==> src/hbd_pkg.sv <==
// constants for the half-bridge serial control decoder
package hbd_pkg;
  localparam int WORD_BITS = 16;
  localparam int CNT_W = 5;
  localparam logic [CNT_W-1:0] FULL_CNT = 5'h10;
  localparam logic [CNT_W-1:0] MAX_CNT = 5'h1f;
  localparam int NUM_BRIDGES = 10;
  localparam int NUM_LOW = 6;
  localparam int NUM_HIGH = 4;
  localparam int SYNC_STAGES = 2;
  localparam int SYNC_W = 3 + 2 * NUM_BRIDGES + 2;
  // control word fields
  localparam int CLR_BIT = 15;
  localparam int ADDR_BIT = 14;
  localparam int OLSD_BIT = 13;
  localparam int ACT_LSB = 7;
  localparam int CONF_LSB = 1;
  // status word fields
  localparam int ST_OC_BIT = 15;
  localparam int ST_PSF_BIT = 14;
  localparam int ST_OL_BIT = 13;
  localparam int ST_TW_BIT = 0;
  localparam logic [WORD_BITS-1:0] WORD_RST = 16'h0000;
  localparam logic [NUM_LOW-1:0] LOW_RST = 6'h00;
  localparam logic [NUM_HIGH-1:0] HIGH_RST = 4'h0;
  localparam logic [NUM_BRIDGES-1:0] BR_RST = 10'h000;
  typedef enum logic {
    ST_IDLE = 1'b0,
    ST_FRAME = 1'b1
  } frame_state_t;
endpackage

==> src/hbd_sync.sv <==
// multi-bit two-stage synchroniser for asynchronous inputs
`timescale 1ns/100ps
module hbd_sync #(
  parameter int W = 1,
  parameter int STAGES = 2
) (
  // clock and reset
  input wire logic core_clk,
  input wire logic rst,
  // async in, synced out
  input wire logic [W-1:0] async_in,
  output logic [W-1:0] sync_out
);
  logic [W-1:0] meta_ff;
  logic [W-1:0] hold_ff;

  if (STAGES != 2 || W < 1) begin : g_bad_param
    $error("hbd_sync: only two stages and W >= 1 supported");
  end

  always_ff @(posedge core_clk or posedge rst) begin
    if (rst) begin
      meta_ff <= '0;
      hold_ff <= '0;
    end else begin
      meta_ff <= async_in;
      hold_ff <= meta_ff;
    end
  end

  assign sync_out = hold_ff;
endmodule // hbd_sync

==> src/half_bridge_spi_control_decoder.sv <==
// serial control decoder and output steering for ten half-bridges
`timescale 1ns/100ps
module half_bridge_spi_control_decoder
  import hbd_pkg::*;
(
  // clock and reset
  input wire logic core_clk,
  input wire logic rst,
  // serial link pins
  input wire logic serial_clk,
  input wire logic chip_select_n,
  input wire logic serial_data_in,
  output logic serial_data_out,
  output logic serial_data_out_en,
  // fault detectors, bit 0 is bridge 1
  input wire logic [NUM_BRIDGES-1:0] openload_detect,
  input wire logic [NUM_BRIDGES-1:0] overcurrent_detect,
  input wire logic supply_fail,
  input wire logic temp_warning,
  // switch drives, bit 0 is bridge 1
  output logic [NUM_BRIDGES-1:0] high_side_switch,
  output logic [NUM_BRIDGES-1:0] low_side_switch
);
  logic [SYNC_W-1:0] sync_w;
  logic sclk_s, sel_s, sdi_s, psf_s, tw_s;
  logic [NUM_BRIDGES-1:0] ol_det_s, oc_det_s;
  logic sclk_d_ff, sel_d_ff;
  frame_state_t state_ff, nxt_state;
  logic [WORD_BITS-1:0] rx_ff, nxt_rx, tx_ff, nxt_tx;
  logic [CNT_W-1:0] cnt_ff, nxt_cnt;
  logic sdo_ff, nxt_sdo, sdo_en_ff, nxt_sdo_en;
  logic addr_sel_ff, nxt_addr_sel;
  logic [NUM_LOW-1:0] act0_ff, nxt_act0, conf0_ff, nxt_conf0;
  logic [NUM_HIGH-1:0] act1_ff, nxt_act1, conf1_ff, nxt_conf1;
  logic olsd0_ff, nxt_olsd0, olsd1_ff, nxt_olsd1;
  logic [NUM_BRIDGES-1:0] ol_lat_ff, nxt_ol_lat, oc_lat_ff, nxt_oc_lat;
  logic [NUM_BRIDGES-1:0] hs_ff, nxt_hs, ls_ff, nxt_ls;
  logic sclk_rise, sclk_fall, cs_fall, cs_rise, apply_w;
  logic [NUM_BRIDGES-1:0] act_vec, conf_vec, olsd_vec, kill_vec;
  logic [NUM_BRIDGES-1:0] clr_vec;
  logic [WORD_BITS-1:0] status0_w, status1_w;

  hbd_sync #(
    .W(SYNC_W),
    .STAGES(SYNC_STAGES)
  ) u_sync (
    .core_clk(core_clk),
    .rst(rst),
    // select inverted: synchroniser reset level then means deselected
    .async_in({serial_clk, ~chip_select_n, serial_data_in, supply_fail,
               temp_warning, openload_detect, overcurrent_detect}),
    .sync_out(sync_w)
  );

  assign {sclk_s, sel_s, sdi_s, psf_s, tw_s, ol_det_s, oc_det_s} = sync_w;
  assign sclk_rise = sclk_s && !sclk_d_ff;
  assign sclk_fall = !sclk_s && sclk_d_ff;
  assign cs_fall = sel_s && !sel_d_ff;
  assign cs_rise = !sel_s && sel_d_ff;
  // word acts only on a complete frame at deselect
  assign apply_w = (state_ff == ST_FRAME) && cs_rise
                   && (cnt_ff == FULL_CNT);

  assign act_vec = {act1_ff, act0_ff};
  assign conf_vec = {conf1_ff, conf0_ff};
  assign olsd_vec = {{NUM_HIGH{olsd1_ff}}, {NUM_LOW{olsd0_ff}}};
  assign kill_vec = oc_lat_ff | (ol_lat_ff & olsd_vec);

  assign status0_w = {oc_lat_ff[NUM_LOW-1:0] != '0, psf_s,
                      ol_lat_ff[NUM_LOW-1:0] != '0, act0_ff, conf0_ff, tw_s};
  assign status1_w = {oc_lat_ff[NUM_BRIDGES-1:NUM_LOW] != '0, psf_s,
                      ol_lat_ff[NUM_BRIDGES-1:NUM_LOW] != '0, 2'b00,
                      act1_ff, 2'b00, conf1_ff, tw_s};

  // serial frame engine
  always_comb begin
    nxt_state = state_ff;
    nxt_rx = rx_ff;
    nxt_tx = tx_ff;
    nxt_cnt = cnt_ff;
    nxt_sdo = sdo_ff;
    nxt_sdo_en = sdo_en_ff;
    case (state_ff)
      ST_IDLE: begin
        if (cs_fall) begin
          // status snapshot for the address of the last complete frame
          nxt_tx = addr_sel_ff ? status1_w : status0_w;
          nxt_sdo = addr_sel_ff ? status1_w[WORD_BITS-1]
                                : status0_w[WORD_BITS-1];
          nxt_sdo_en = 1'b1;
          nxt_cnt = '0;
          nxt_state = ST_FRAME;
        end
      end
      ST_FRAME: begin
        if (cs_rise) begin
          nxt_sdo_en = 1'b0;
          nxt_sdo = 1'b0;
          nxt_state = ST_IDLE;
        end else begin
          if (sclk_fall) begin
            nxt_rx = {rx_ff[WORD_BITS-2:0], sdi_s};
            if (cnt_ff != MAX_CNT) begin
              nxt_cnt = cnt_ff + 5'h01;
            end
          end
          if (sclk_rise) begin
            nxt_sdo = tx_ff[WORD_BITS-1];
            nxt_tx = {tx_ff[WORD_BITS-2:0], 1'b0};
          end
        end
      end
      default: begin
        nxt_state = ST_IDLE;
        nxt_sdo_en = 1'b0;
      end
    endcase
  end

  always_ff @(posedge core_clk or posedge rst) begin
    if (rst) begin
      state_ff <= ST_IDLE;
      rx_ff <= WORD_RST;
      tx_ff <= WORD_RST;
      cnt_ff <= '0;
      sdo_ff <= 1'b0;
      sdo_en_ff <= 1'b0;
      sclk_d_ff <= 1'b0;
      sel_d_ff <= 1'b0;
    end else begin
      state_ff <= nxt_state;
      rx_ff <= nxt_rx;
      tx_ff <= nxt_tx;
      cnt_ff <= nxt_cnt;
      sdo_ff <= nxt_sdo;
      sdo_en_ff <= nxt_sdo_en;
      sclk_d_ff <= sclk_s;
      sel_d_ff <= sel_s;
    end
  end

  // control registers, fault latches and switch drive
  always_comb begin
    nxt_addr_sel = addr_sel_ff;
    nxt_act0 = act0_ff;
    nxt_conf0 = conf0_ff;
    nxt_olsd0 = olsd0_ff;
    nxt_act1 = act1_ff;
    nxt_conf1 = conf1_ff;
    nxt_olsd1 = olsd1_ff;
    clr_vec = BR_RST;
    if (apply_w) begin
      nxt_addr_sel = rx_ff[ADDR_BIT];
      if (!rx_ff[ADDR_BIT]) begin
        nxt_olsd0 = rx_ff[OLSD_BIT];
        nxt_act0 = rx_ff[ACT_LSB+NUM_LOW-1:ACT_LSB];
        nxt_conf0 = rx_ff[CONF_LSB+NUM_LOW-1:CONF_LSB];
        if (rx_ff[CLR_BIT]) begin
          clr_vec = {{NUM_HIGH{1'b0}}, {NUM_LOW{1'b1}}};
        end
      end else begin
        nxt_olsd1 = rx_ff[OLSD_BIT];
        nxt_act1 = rx_ff[ACT_LSB+NUM_HIGH-1:ACT_LSB];
        nxt_conf1 = rx_ff[CONF_LSB+NUM_HIGH-1:CONF_LSB];
        if (rx_ff[CLR_BIT]) begin
          clr_vec = {{NUM_HIGH{1'b1}}, {NUM_LOW{1'b0}}};
        end
      end
    end
    // a detection in the clearing cycle stays latched
    nxt_ol_lat = (ol_lat_ff & ~clr_vec) | (ol_det_s & act_vec);
    nxt_oc_lat = (oc_lat_ff & ~clr_vec) | (oc_det_s & act_vec);
    nxt_hs = act_vec & conf_vec & ~kill_vec & {NUM_BRIDGES{!psf_s}};
    nxt_ls = act_vec & ~conf_vec & ~kill_vec & {NUM_BRIDGES{!psf_s}};
  end

  always_ff @(posedge core_clk or posedge rst) begin
    if (rst) begin
      addr_sel_ff <= 1'b0;
      act0_ff <= LOW_RST;
      conf0_ff <= LOW_RST;
      olsd0_ff <= 1'b0;
      act1_ff <= HIGH_RST;
      conf1_ff <= HIGH_RST;
      olsd1_ff <= 1'b0;
      ol_lat_ff <= BR_RST;
      oc_lat_ff <= BR_RST;
      hs_ff <= BR_RST;
      ls_ff <= BR_RST;
    end else begin
      addr_sel_ff <= nxt_addr_sel;
      act0_ff <= nxt_act0;
      conf0_ff <= nxt_conf0;
      olsd0_ff <= nxt_olsd0;
      act1_ff <= nxt_act1;
      conf1_ff <= nxt_conf1;
      olsd1_ff <= nxt_olsd1;
      ol_lat_ff <= nxt_ol_lat;
      oc_lat_ff <= nxt_oc_lat;
      hs_ff <= nxt_hs;
      ls_ff <= nxt_ls;
    end
  end

  assign serial_data_out = sdo_ff;
  assign serial_data_out_en = sdo_en_ff;
  assign high_side_switch = hs_ff;
  assign low_side_switch = ls_ff;

  // checks
  logic seen_apply_ff;
  always_ff @(posedge core_clk or posedge rst) begin
    if (rst) begin
      seen_apply_ff <= 1'b0;
    end else if (apply_w) begin
      seen_apply_ff <= 1'b1;
    end
  end

  status_clear_a: assert property (@(posedge core_clk) disable iff (rst)
    apply_w && rx_ff[CLR_BIT] && !rx_ff[ADDR_BIT]
    && (ol_det_s[NUM_LOW-1:0] == '0) && (oc_det_s[NUM_LOW-1:0] == '0)
    |=> (ol_lat_ff[NUM_LOW-1:0] == '0) && (oc_lat_ff[NUM_LOW-1:0] == '0))
    else $error("status clear of group low missed");
  low_route_a: assert property (@(posedge core_clk) disable iff (rst)
    apply_w && !rx_ff[ADDR_BIT] |=> act0_ff == $past(rx_ff[12:7])
    && conf0_ff == $past(rx_ff[6:1]) && olsd0_ff == $past(rx_ff[13]))
    else $error("group low word not routed");
  high_route_a: assert property (@(posedge core_clk) disable iff (rst)
    apply_w && rx_ff[ADDR_BIT] |=> act1_ff == $past(rx_ff[10:7])
    && conf1_ff == $past(rx_ff[4:1]))
    else $error("group high word not routed");
  other_hold_a: assert property (@(posedge core_clk) disable iff (rst)
    apply_w && rx_ff[ADDR_BIT] |=> $stable(act0_ff) && $stable(conf0_ff)
    && $stable(olsd0_ff))
    else $error("group low changed by group high word");
  ol_shutdown_a: assert property (@(posedge core_clk) disable iff (rst)
    ##1 (($past(ol_lat_ff & olsd_vec) & (hs_ff | ls_ff)) == '0))
    else $error("open load bridge still driven");
  hiz_off_a: assert property (@(posedge core_clk) disable iff (rst)
    apply_w && !rx_ff[ADDR_BIT] && !rx_ff[ACT_LSB]
    |=> ##1 !hs_ff[0] && !ls_ff[0])
    else $error("inactive bridge one driven");
  level_sel_a: assert property (@(posedge core_clk) disable iff (rst)
    ##1 ((hs_ff & ~$past(act_vec & conf_vec)) == '0)
    && ((ls_ff & ~$past(act_vec & ~conf_vec)) == '0)
    && !(|(hs_ff & ls_ff)))
    else $error("high side drive wrong or both sides on");
  apply_only_a: assert property (@(posedge core_clk) disable iff (rst)
    !apply_w |=> $stable(act1_ff) && $stable(conf1_ff) && $stable(olsd1_ff))
    else $error("group high changed outside deselect");
  addr_next_a: assert property (@(posedge core_clk) disable iff (rst)
    apply_w |=> addr_sel_ff == $past(rx_ff[ADDR_BIT]))
    else $error("status address not taken");
  reset_def_a: assert property (@(posedge core_clk) disable iff (rst)
    !seen_apply_ff |-> !addr_sel_ff && act_vec == '0 && !olsd0_ff
    && !olsd1_ff)
    else $error("reset defaults lost");
  full_frame_a: assert property (@(posedge core_clk) disable iff (rst)
    (state_ff == ST_FRAME) && cs_rise && (cnt_ff != FULL_CNT)
    |=> $stable(act0_ff) && $stable(act1_ff) && $stable(addr_sel_ff)
    && $stable(olsd0_ff) && $stable(olsd1_ff))
    else $error("word applied without full frame");

  low_word_c: cover property (@(posedge core_clk) disable iff (rst)
    apply_w && !rx_ff[ADDR_BIT]);
  high_word_c: cover property (@(posedge core_clk) disable iff (rst)
    apply_w && rx_ff[ADDR_BIT]);
  clear_c: cover property (@(posedge core_clk) disable iff (rst)
    apply_w && rx_ff[CLR_BIT] && (ol_lat_ff != '0));
  shutdown_c: cover property (@(posedge core_clk) disable iff (rst)
    (ol_lat_ff & olsd_vec & act_vec) != '0);
endmodule // half_bridge_spi_control_decoder

==> config.mk <==
export PLATFORM = sky130hd
export DESIGN_NAME = half_bridge_spi_control_decoder
export DESIGN_NICKNAME = d
export VERILOG_FILES = /design/src/hbd_pkg.sv /design/src/hbd_sync.sv /design/src/half_bridge_spi_control_decoder.sv
export SDC_FILE = /design/constraint.sdc
export NUM_CORES = 1
export LEC_CHECK = 0
export ABC_AREA = 1
export BUFFER_PORTS_ARGS = -buffer_cell sky130_fd_sc_hd__buf_2
export CORE_ASPECT_RATIO = 1.25
export CORE_UTILIZATION = 34
export CTS_CLUSTER_SIZE = 16
export DETAILED_ROUTE_END_ITERATION = 12
export PLACE_DENSITY_LB_ADDON = 0.25
export REMOVE_ABC_BUFFERS = 1
export SYNTH_ARGS = -nofsm -noshare
export SYNTH_HDL_FRONTEND = slang
export SYNTH_SLANG_ARGS = --single-unit
==> constraint.sdc <==
create_clock -name core_clk -period 5.8 [get_ports core_clk]
set_input_delay 0.87 -clock core_clk [delete_from_list [all_inputs] [get_ports core_clk]]
set_output_delay 0.87 -clock core_clk [all_outputs]
set_load 0.01 [all_outputs]
==> metrics.txt, run 1 <==
fraction of power spent switching nets=around 28%; min cycle time layout=approximately 2.1 ns; combinational share of power=under 10%; CP max FO=32; antenna violations before repair=0; Total GRT Usage=14.6%; clock share of power=approximately two fifths; number of global-route vias before repair=slightly below 4000; std cell rows=52; crit path launch type=flip-flop; Final Wtd Congestion=0.801; Critical Path RT=about 6 ns; Netlist Area Pre-Place=around 5700 µm²; number of CTS-inserted buffers=17; average cell area after synthesis=roughly 10 µm²; clock input transition at the sequential cells of the worst setup and hold paths=0.07 ns; CTS-repair resized insts=0; sum of routed wire length over all layers=roughly 11000 µm; TritonCTS clock tree=yes; hold violation count in the final report=0; remaining design rule violation count=0; placed cell areas=6140 µm²; starting density of the core=roughly a third; net switching power=~0.74 mW; final total power=around 2.7 mW; cell family with the largest share of critical-path delay=simple AND/OR/NAND/NOR gates; number of port buffers=48; layout cell share with drive strength beyond 1=about 17%; final antenna diode count=0; count of flip-flops with a built-in enable after synthesis=0; Internal Dissipation=1.94 mW; Cells after Synth=around 550; Highest Clock Rate=469 MHz; flip-flop and latch count after synthesis=roughly 160; largest net degree at the start of global routing=101; final setup violation count=0; Clock Latency Late Sink=about 0.43 ns; count of cell types in the netlist=27; total instance count after detailed placement=802; post-route cell area=a little under 7000 µm²; proportion of synthesized chip area in sequential cells=67.9%; hold buffer count at cts=0; horizontal die dimension=~120 µm; sequential fraction of design power=about 49%; Cell Pwr Density=~400 nW/µm²; global-route wire length before repair=around 20000 µm; non-filler instance count after layout=approximately 830; maximum cell stage delay along the critical path=slightly below 0.8 ns; top flip-flop cell by instance count after synthesis=sky130_fd_sc_hd__dfrtp_1; Leakage Power=approximately 3.5 nW; Arr. time, crit path=2.40 ns; most frequent cells after synthesis=sky130_fd_sc_hd__nand2_1, sky130_fd_sc_hd__dfrtp_1, sky130_fd_sc_hd__nor2_1; number of clock sinks seen by CTS=about 160; top post-synthesis cells by area=sky130_fd_sc_hd__dfrtp_1, sky130_fd_sc_hd__nand2_1, sky130_fd_sc_hd__o21ai_0, sky130_fd_sc_hd__nor2_1, sky130_fd_sc_hd__inv_1; number of pins exceeding their max-slew limit in the final report=0; die area=about 17000 µm²; maximum ir drop on the vdd rail=about 220 µV; wire length per cell after detailed routing=13.7 µm; most common cell in the synthesized netlist=sky130_fd_sc_hd__nand2_1; Worst Tran Pin Value=slightly above 0.9 ns; type of the worst setup path=flip-flop to flip-flop; slowest stage cell on the critical path=sky130_fd_sc_hd__dfrtp_1; final clock skew=roughly 0.013 ns; total number of yosys warnings=0; signed area change from the synthesized netlist to the final layout=18.1%; deepest clock path buffer count=2; kind of path behind the tightest hold check=flip-flop to flip-flop; Vias per Instance=~4.6; number of iterations in the first detailed-routing pass=4; unrepaired setup endpoints after global routing=no; max-cap check violation count=0; Top Ports=49; Root Driver=sky130_fd_sc_hd__clkbuf_16; met3 capacity usage during global routing=slightly below 5%; Global Route met1 Usage=between 10% and 20%; Setup Total Neg Slack=0 ns; area of the core=~16000 µm²; Starting DRT DRC Count=between 200 and 250; H-tree levels=4; final clock period utilization by the worst path=36.8%; area fraction of the dominant cell type after synthesis=about two thirds; worst-path cell chain=nand2_1 -> inv_1 -> nand2_1 -> nor2_1 -> a21oi_1; run status=completed; DPL Wire Length=about 7800 µm; grt total ovfl=0; total buffers and inverters traversed by the critical path=1; Chip Height=~150 µm; Worst slew margin=about 38%; cell taking the most area after synthesis=sky130_fd_sc_hd__dfrtp_1; post-layout net count=about 640; worst slack on hold paths=between 0.3 and 0.4 ns; overall via count from detail_route=~3800; most used routing layer in global routing=met2; residual antenna-violating net count after detailed routing=0; share of synthesized flip-flops with an asynchronous set or reset=100%; most numerous cell on the critical path=sky130_fd_sc_hd__nand2_1; post-CTS repair timing setup buffer count=0; Worst setup EP type=flip-flop; global routing usage on met2=about a quarter
## flip-flops by register name, indices dropped and copies added (netlist names), 4 cells and up
register / flops
conf0_ff: 6
conf1_ff: 4
act0_ff: 6
rx_ff: 16
low_side_switch: 10
u_sync.sync_out: 25
cnt_ff: 5
act1_ff: 4
high_side_switch: 10
ol_lat_ff: 10
u_sync.meta_ff: 25
tx_ff: 16
oc_lat_ff: 10
## area by class of cell
class                      instances  area (µm²)
clock buffer                      17         425
multi-input combinational        345        1600
tap                              216         270
inverter                          37         144
fill                            1569        9580
sequential                       155        3880
clock inverter                    15         184
timing repair buffer              49         248
## worst register-to-register path, cell delays in order (launching register included)
cell and delay, ns:
sky130_fd_sc_hd__dfrtp_1 0.79, sky130_fd_sc_hd__nand2_1 0.18, sky130_fd_sc_hd__inv_1 0.13, sky130_fd_sc_hd__nand2_1 0.53, sky130_fd_sc_hd__nor2_1 0.30, sky130_fd_sc_hd__a21oi_1 0.06
## placed cells by master, fill, tap and decap left out, types with 3 or more instances in the layout
cell,instances
sky130_fd_sc_hd__nand2_1,185
sky130_fd_sc_hd__dfrtp_1,155
sky130_fd_sc_hd__buf_2,48
sky130_fd_sc_hd__nor2_1,38
sky130_fd_sc_hd__inv_1,34
sky130_fd_sc_hd__o21ai_0,29
sky130_fd_sc_hd__nand3_1,26
sky130_fd_sc_hd__clkbuf_16,17
sky130_fd_sc_hd__nor4_1,14
sky130_fd_sc_hd__a21oi_1,12
sky130_fd_sc_hd__a21o_1,8
sky130_fd_sc_hd__o21ai_2,6
sky130_fd_sc_hd__nor3_1,4
sky130_fd_sc_hd__nand3_2,4
sky130_fd_sc_hd__inv_6,4
sky130_fd_sc_hd__clkinvlp_4,4
sky130_fd_sc_hd__nand2_2,3
sky130_fd_sc_hd__nor4b_1,3
sky130_fd_sc_hd__ha_1,3
sky130_fd_sc_hd__inv_8,3
## final timing paths
| kind | start | endpoint | slack [ns] | depth (start not counted) |
|---|---|---|---|---|
| worst max-delay path | state_ff | rx_ff[14] | 3.67 | 5 |
| worst min-delay path | u_sync.meta_ff[12] | u_sync.sync_out[12] | 0.34 | 0 |
| worst max register to register | state_ff | rx_ff[14] | 3.67 | 5 |
| worst min register to register | u_sync.meta_ff[12] | u_sync.sync_out[12] | 0.34 | 0 |
| max in group asynchronous | rst | u_sync.meta_ff[11] | 3.96 | 3 |
| min in group asynchronous | rst | tx_ff[0] | 0.63 | 2 |
## metal layers
layer	up-vias	share of wire, %	wire length, µm
met5	-	0	0
met2	75	51	5860
met4	0	2.4	275
met3	15	3.5	399
met1	1850	43	4920
li1	1876	-	-
## power groups by stage
stage	Sequential, mW	Combinational [mW]	Clock (mW)
global placement	1.31	0.252	0
CTS	1.30	0.263	1.15
finish	1.30	0.256	1.12
floorplan	1.29	0.187	0
detailed placement	1.32	0.262	0
global route	1.32	0.302	1.20
## logic make-up after synthesis
kind of cell | Yosys count | synth area share, %
AND/OR/NAND/NOR | 283 | 21.3
adder cells (fa/ha/maj) | 3 | 0.657
flip-flops | 155 | 67.9
AO/OA/AOI/OAI | 59 | 6.00
buffers and inverters | 53 | 4.14
## per-stage QoR
| step | utilization, % | setup slack (ns) |
|---|---|---|
| global route | 41.3 | 3.32 |
| detailed placement | 37.6 | 3.38 |
| global placement | 37.6 | 3.45 |
| floorplan | - | 0.752 |
| CTS | 41.3 | 3.65 |
| finish | 41.3 | 3.67 |
(Power assumes the default switching activity.)
==> run 2: changes to the inputs <==
==> constraint.sdc (replaced) <==
create_clock -name core_clk -period 2 [get_ports core_clk]
set_input_delay 0.3 -clock core_clk [delete_from_list [all_inputs] [get_ports core_clk]]
set_output_delay 0.3 -clock core_clk [all_outputs]
set_load 0.01 [all_outputs]
==> metrics.txt, run 2 (same netlist as run 1, synthesis figures left out) <==
horizontal die dimension=118 µm (unchanged); std cell rows=52 (unchanged); Clock Latency Late Sink=0.43 ns (about the same); area of all sequential standard cells=3880 µm² (unchanged); Chip Height=147 µm (unchanged); number of clock sinks seen by CTS=155 (unchanged); max-cap check violation count=0 (unchanged); Vias per Instance=4.52 (was 4.58); fin util=43.4% (was 41.3%); area taken by multi-input logic gates=1600 µm² (about the same); Worst slew margin=48.4% (was 38.4%); total instance count after detailed placement=808 (was 802); worst flop-to-flop path startpoint=cnt_ff[0] (was state_ff); maximum cell stage delay along the critical path=0.42 ns (was 0.79 ns); WHS Endpoint=u_sync.sync_out[5] (was u_sync.sync_out[12]); DPL Wire Length=7880 µm (was 7830 µm); Worst Tran Pin Value=0.774 ns (was 0.922 ns); total buffers and inverters traversed by the critical path=0 (was 1); number of global-route vias before repair=4036 (was 3931); register-to-register setup slack=0.26 ns (was 3.67 ns); cell family with the largest share of critical-path delay=simple AND/OR/NAND/NOR gates (unchanged); unrepaired setup endpoints after global routing=no (unchanged); Cell Pwr Density=1110 nW/µm² (was 397 nW/µm²); H-tree levels=4 (unchanged); global-route wire length before repair=19900 µm (was 19500 µm); maximum ir drop on the vdd rail=620 µV (was 218 µV); signed area change from the synthesized netlist to the final layout=24.1% (was 18.1%); most frequent cells in the layout=sky130_fd_sc_hd__nand2_1, sky130_fd_sc_hd__dfrtp_1, sky130_fd_sc_hd__buf_2 (unchanged); clock input transition at the sequential cells of the worst setup and hold paths=0.06 ns (was 0.07 ns); non-filler instance count after layout=866 (was 834); Setup Total Neg Slack=0 ns (unchanged); fill cell instance count of the final layout=1548 (was 1569); grt total ovfl=0 (unchanged); remaining design rule violation count=0 (unchanged); endpoint of the most critical register-to-register path=cnt_ff[2] (was rx_ff[14]); min cycle time layout=1.74 ns (was 2.13 ns); final clock period utilization by the worst path=86.9% (was 36.8%); Root Driver=sky130_fd_sc_hd__clkbuf_16 (unchanged); number of CTS-inserted buffers=17 (unchanged); Register-to-Register Path Depth=8 (was 5); Starting DRT DRC Count=255 (was 202); worst-path cell chain=ha_1 -> nand2_1 -> nor2_1 -> ha_1 -> nor3_2 -> o21ai_1 -> nand2_1 -> o21ai_0 (was nand2_1 -> inv_1 -> nand2_1 -> nor2_1 -> a21oi_1); layout cell share with drive strength beyond 1=16.6% (was 16.5%); crit path launch type=flip-flop (unchanged); Total GRT Usage=14.9% (was 14.6%); Top Ports=49 (unchanged); post-CTS repair timing setup buffer count=0 (unchanged); final setup violation count=0 (unchanged); number of iterations in the first detailed-routing pass=4 (unchanged); CP max FO=8 (was 32); hold violation count in the final report=0 (unchanged); sum of routed wire length over all layers=11600 µm (was 11500 µm); Global Route met1 Usage=17.4% (was 17.0%); slowest stage cell on the critical path=sky130_fd_sc_hd__dfrtp_1 (unchanged); Critical Path RT=2.28 ns (was 6.07 ns); run status=completed (unchanged); deepest clock path buffer count=2 (unchanged); Worst setup EP type=flip-flop (unchanged); starting density of the core=35.0% (unchanged); startpoint of the worst hold path=u_sync.meta_ff[5] (was u_sync.meta_ff[12]); residual antenna-violating net count after detailed routing=0 (unchanged); largest net degree at the start of global routing=63 (was 101); most used routing layer in global routing=met2 (unchanged); die area=17300 µm² (unchanged); type of the worst setup path=flip-flop to flip-flop (unchanged); antenna violations before repair=0 (unchanged); met3 capacity usage during global routing=3.65% (was 4.81%); number of port buffers=48 (unchanged); Highest Clock Rate=575 MHz (was 469 MHz); final clock skew=0.0119 ns (was 0.0129 ns); global routing usage on met2=24.9% (was 24.1%); Hold Path Stages=0 (unchanged); Final Wtd Congestion=0.819 (was 0.801); Leakage Power=3.62 nW (was 3.47 nW); leading cell type in the layout, fill and taps excluded=sky130_fd_sc_hd__nand2_1 (unchanged); area of the core=16300 µm² (unchanged); TritonCTS clock tree=yes (unchanged); number of pins exceeding their max-slew limit in the final report=0 (unchanged); Arr. time, crit path=2.02 ns (was 2.40 ns); final antenna diode count=0 (unchanged); post-layout net count=667 (was 635); kind of path behind the tightest hold check=flip-flop to flip-flop (unchanged); overall via count from detail_route=3910 (was 3816); wire length per cell after detailed routing=13.4 µm (was 13.7 µm)
[run 2: cell count changes in the layout (fill, tap and decap cells not counted), sizes merged]
cell         before  now
buf              49   55
dlygate4sd3       0   26
clkbuf           17   18
bufinv            2    3
inv              43   42
clkinvlp          4    3
[run 2: power breakdown]
| part | total (mW) | switching, mW | internal, mW | leakage, nW |
|---|---|---|---|---|
| clock | 3.32 | 1.33 | 1.99 | 0.290 |
| sequential | 3.75 | 0.256 | 3.50 | 1.99 |
| combinational | 0.831 | 0.535 | 0.296 | 1.35 |
| total | 7.90 | 2.12 | 5.78 | 3.62 |
[run 2: worst max-delay path by stage]
stage	from	end	slack, ns	cells after the start
2_1_floorplan	rst	act0_ff[0]	-2.48	1
3_3_place_gp	cnt_ff[0]	cnt_ff[1]	0.32	8
3_5_place_dp	cnt_ff[0]	cnt_ff[2]	0.20	8
4_1_cts	cnt_ff[0]	cnt_ff[2]	0.19	8
5_1_grt	cnt_ff[0]	cnt_ff[2]	0.1	8
6_report	cnt_ff[0]	cnt_ff[2]	0.26	8
[run 2: timing repair]
action | CTS | global route
hold buffers | 26 | 0
hold endpoints to repair | 59 | 0
endpoints found under the setup margin | 0 | 1
gates resized for setup | 0 | 1
[run 2: area by class of cell]
type / instances / share of cell area [%]
inverters: 37 / 2.03
repair buffers: 81 / 8.16
clock inverters: 14 / 2.61
clock buffers: 18 / 6.06
multi-input cells: 345 / 22.6
flip-flops and latches: 155 / 54.7
well taps: 216 / 3.81
[run 2: layer usage]
layer	wire, µm	vias up
met4	378	0
li1	-	1933
met1	4930	1871
met2	5910	80
met5	0	-
met3	395	26
[run 2: worst reg2reg max path: cells and delay by family (launching register included)]
kind	cells	cell delay, ns
DFF	1	0.42
and+or+nand+nor	4	0.47
AOI/OAI and AO/OA	2	0.29
adders and majority gates	2	0.41
[run 2: metrics by stage]
stage	hold WS (ns)	total power, mW	instance area, µm²	worst slack (ns)
final	0.344	7.90	7090	0.262
after global routing	0.356	8.31	7090	0.0995
after CTS	0.344	8.02	7080	0.187
after detailed placement	0.313	4.61	6210	0.197
after global placement	0.304	4.57	6210	0.321
after floorplan	0.331	4.29	5610	-2.48
==> run 3: changes to the inputs <==
==> constraint.sdc (replaced) <==
create_clock -name core_clk -period 2 [get_ports core_clk]
set_input_delay 0.1 -clock core_clk [delete_from_list [all_inputs] [get_ports core_clk]]
set_output_delay 0.1 -clock core_clk [all_outputs]
set_load 0.01 [all_outputs]
==> metrics.txt, run 3 (same netlist as run 1, synthesis figures left out) <==
run status=completed (unchanged); horizontal die dimension=118 µm (unchanged); layout cell share with drive strength beyond 1=16.6% (unchanged); fill cell instance count of the final layout=1561 (was 1548); Arr. time, crit path=2.11 ns (was 2.02 ns); number of clock sinks seen by CTS=155 (unchanged); Starting DRT DRC Count=258 (was 255); global-route wire length before repair=19900 µm (about the same); leading cell type in the layout, fill and taps excluded=sky130_fd_sc_hd__nand2_1 (unchanged); Clock Latency Late Sink=0.42 ns (was 0.43 ns); number of iterations in the first detailed-routing pass=4 (unchanged); final clock skew=0.00851 ns (was 0.0119 ns); Cell Pwr Density=1070 nW/µm² (was 1110 nW/µm²); residual antenna-violating net count after detailed routing=0 (unchanged); signed area change from the synthesized netlist to the final layout=22.6% (was 24.1%); cell family with the largest share of critical-path delay=simple AND/OR/NAND/NOR gates (unchanged); Worst setup EP type=flip-flop (unchanged); Vias per Instance=4.58 (was 4.52); fin util=42.9% (was 43.4%); total buffers and inverters traversed by the critical path=0 (unchanged); TritonCTS clock tree=yes (unchanged); number of port buffers=48 (unchanged); Worst slew margin=50.6% (was 48.4%); maximum cell stage delay along the critical path=0.43 ns (was 0.42 ns); maximum ir drop on the vdd rail=665 µV (was 620 µV); CP max FO=8 (unchanged); grt total ovfl=0 (unchanged); net switching power=2.06 mW (was 2.12 mW); Final Wtd Congestion=0.796 (was 0.819); combinational share of power=11.1% (was 10.5%); fraction of power spent switching nets=27.6% (was 26.8%); antenna violations before repair=0 (unchanged); Register-to-Register Path Depth=8 (unchanged); DPL Wire Length=8190 µm (was 7880 µm); crit path launch type=flip-flop (unchanged); number of CTS-inserted buffers=17 (unchanged); minimum setup slack after placement=0.118 ns (was 0.197 ns); std cell rows=52 (unchanged); Root Driver=sky130_fd_sc_hd__clkbuf_16 (unchanged); sequential fraction of design power=50.4% (was 47.5%); hold violation count in the final report=0 (unchanged); min cycle time layout=1.82 ns (was 1.74 ns); non-filler instance count after layout=866 (unchanged); wire length per cell after detailed routing=13.6 µm (was 13.4 µm); total instance count after detailed placement=809 (was 808); deepest clock path buffer count=2 (unchanged); Highest Clock Rate=550 MHz (was 575 MHz); setup slack of the critical path after layout=0.181 ns (was 0.262 ns); worst-path cell chain=ha_1 -> nand2_1 -> nor2_1 -> ha_1 -> nor3_1 -> o21ai_2 -> nand2_1 -> o21ai_0 (was ha_1 -> nand2_1 -> nor2_1 -> ha_1 -> nor3_2 -> o21ai_1 -> nand2_1 -> o21ai_0); Critical Path RT=2.29 ns (was 2.28 ns); sum of routed wire length over all layers=11800 µm (was 11600 µm); number of pins exceeding their max-slew limit in the final report=0 (unchanged); final antenna diode count=0 (unchanged); max-cap check violation count=0 (unchanged); area of the core=16300 µm² (unchanged); slowest stage cell on the critical path=sky130_fd_sc_hd__dfrtp_1 (unchanged); most frequent cells in the layout=sky130_fd_sc_hd__nand2_1, sky130_fd_sc_hd__dfrtp_1, sky130_fd_sc_hd__buf_2 (unchanged); endpoint of the most critical register-to-register path=cnt_ff[3] (was cnt_ff[2]); overall via count from detail_route=3970 (was 3910); final setup violation count=0 (unchanged); starting density of the core=35.0% (unchanged); kind of path behind the tightest hold check=primary input to asynchronous set/reset pin (was flip-flop to flip-flop); Total GRT Usage=15.0% (was 14.9%); H-tree levels=4 (unchanged); Chip Height=147 µm (unchanged); post-layout net count=668 (was 667); number of global-route vias before repair=4046 (was 4036); Worst Tran Pin Value=0.741 ns (was 0.774 ns); Internal Dissipation=5.42 mW (was 5.78 mW); clock share of power=38.5% (was 42.0%); clock input transition at the sequential cells of the worst setup and hold paths=0.06 ns (about the same); Top Ports=49 (unchanged); largest net degree at the start of global routing=63 (unchanged); worst flop-to-flop path startpoint=cnt_ff[0] (unchanged); unrepaired setup endpoints after global routing=no (unchanged); type of the worst setup path=flip-flop to flip-flop (unchanged); Leakage Power=3.60 nW (was 3.62 nW); register-to-register setup slack=0.18 ns (was 0.26 ns); worst slack on hold paths=0.248 ns (was 0.344 ns); die area=17300 µm² (unchanged); remaining design rule violation count=0 (unchanged); final clock period utilization by the worst path=90.9% (was 86.9%)
run 3: power by group through the flow:
stage | sequential, mW | combinational [mW] | clock [mW]
2_1_floorplan | 3.75 | 0.542 | 0
6_report | 3.77 | 0.831 | 2.88
5_1_grt | 3.82 | 0.965 | 3.09
3_3_place_gp | 3.80 | 0.777 | 0
3_5_place_dp | 3.81 | 0.803 | 0
4_1_cts | 3.76 | 0.843 | 2.96
run 3: what timing repair did:
item | in CTS | in global routing
setup buffers | 0 | 0
setup endpoints to repair | 0 | 2
hold buffers | 26 | 0
hold endpoints to repair | 68 | 0
resized for setup | 0 | 1
run 3: worst reg2reg max path, cell delays in order, from the launching register on:
cell and delay (ns):
sky130_fd_sc_hd__dfrtp_1 0.43, sky130_fd_sc_hd__ha_1 0.23, sky130_fd_sc_hd__nand2_1 0.09, sky130_fd_sc_hd__nor2_1 0.05, sky130_fd_sc_hd__ha_1 0.17, sky130_fd_sc_hd__nor3_1 0.36
sky130_fd_sc_hd__o21ai_2 0.18, sky130_fd_sc_hd__nand2_1 0.10, sky130_fd_sc_hd__o21ai_0 0.09
run 3: routing by layer:
metal | vias up | wire length (µm) | global-route usage (%)
li1 | 1937 | - | -
met2 | 69 | 6120 | 25.3
met4 | 0 | 379 | 8.01
met1 | 1938 | 4900 | 17.4
met5 | - | 0 | 0
met3 | 26 | 369 | 3.84
run 3: per-stage QoR:
step / power, mW / area (µm²) / TNS [ns]
4_1_cts: 7.57 / 7000 / 0
3_5_place_dp: 4.62 / 6200 / 0
6_report: 7.48 / 7000 / 0
3_3_place_gp: 4.58 / 6200 / 0
2_1_floorplan: 4.29 / 5610 / -353.11
5_1_grt: 7.87 / 7000 / 0
run 3: final cells by class:
type	instances	area (µm²)	share of cell area, %
clock inverters	12	92.6	1.32
flip-flops and latches	155	3880	55.4
multi-input cells	345	1600	22.9
clock buffers	19	443	6.33
well taps	216	270	3.86
repair buffers	82	573	8.18
inverters	37	144	2.06
run 3: worst max path at each step:
stage,from,slack (ns),depth (start not counted),endpoint
after floorplan,rst,-2.28,1,act0_ff[0]
after global placement,cnt_ff[0],0.33,8,cnt_ff[1]
after detailed placement,cnt_ff[0],0.12,8,cnt_ff[3]
after CTS,cnt_ff[0],0.12,8,cnt_ff[3]
after global routing,cnt_ff[0],0.07,8,cnt_ff[3]
final,cnt_ff[0],0.18,8,cnt_ff[3]
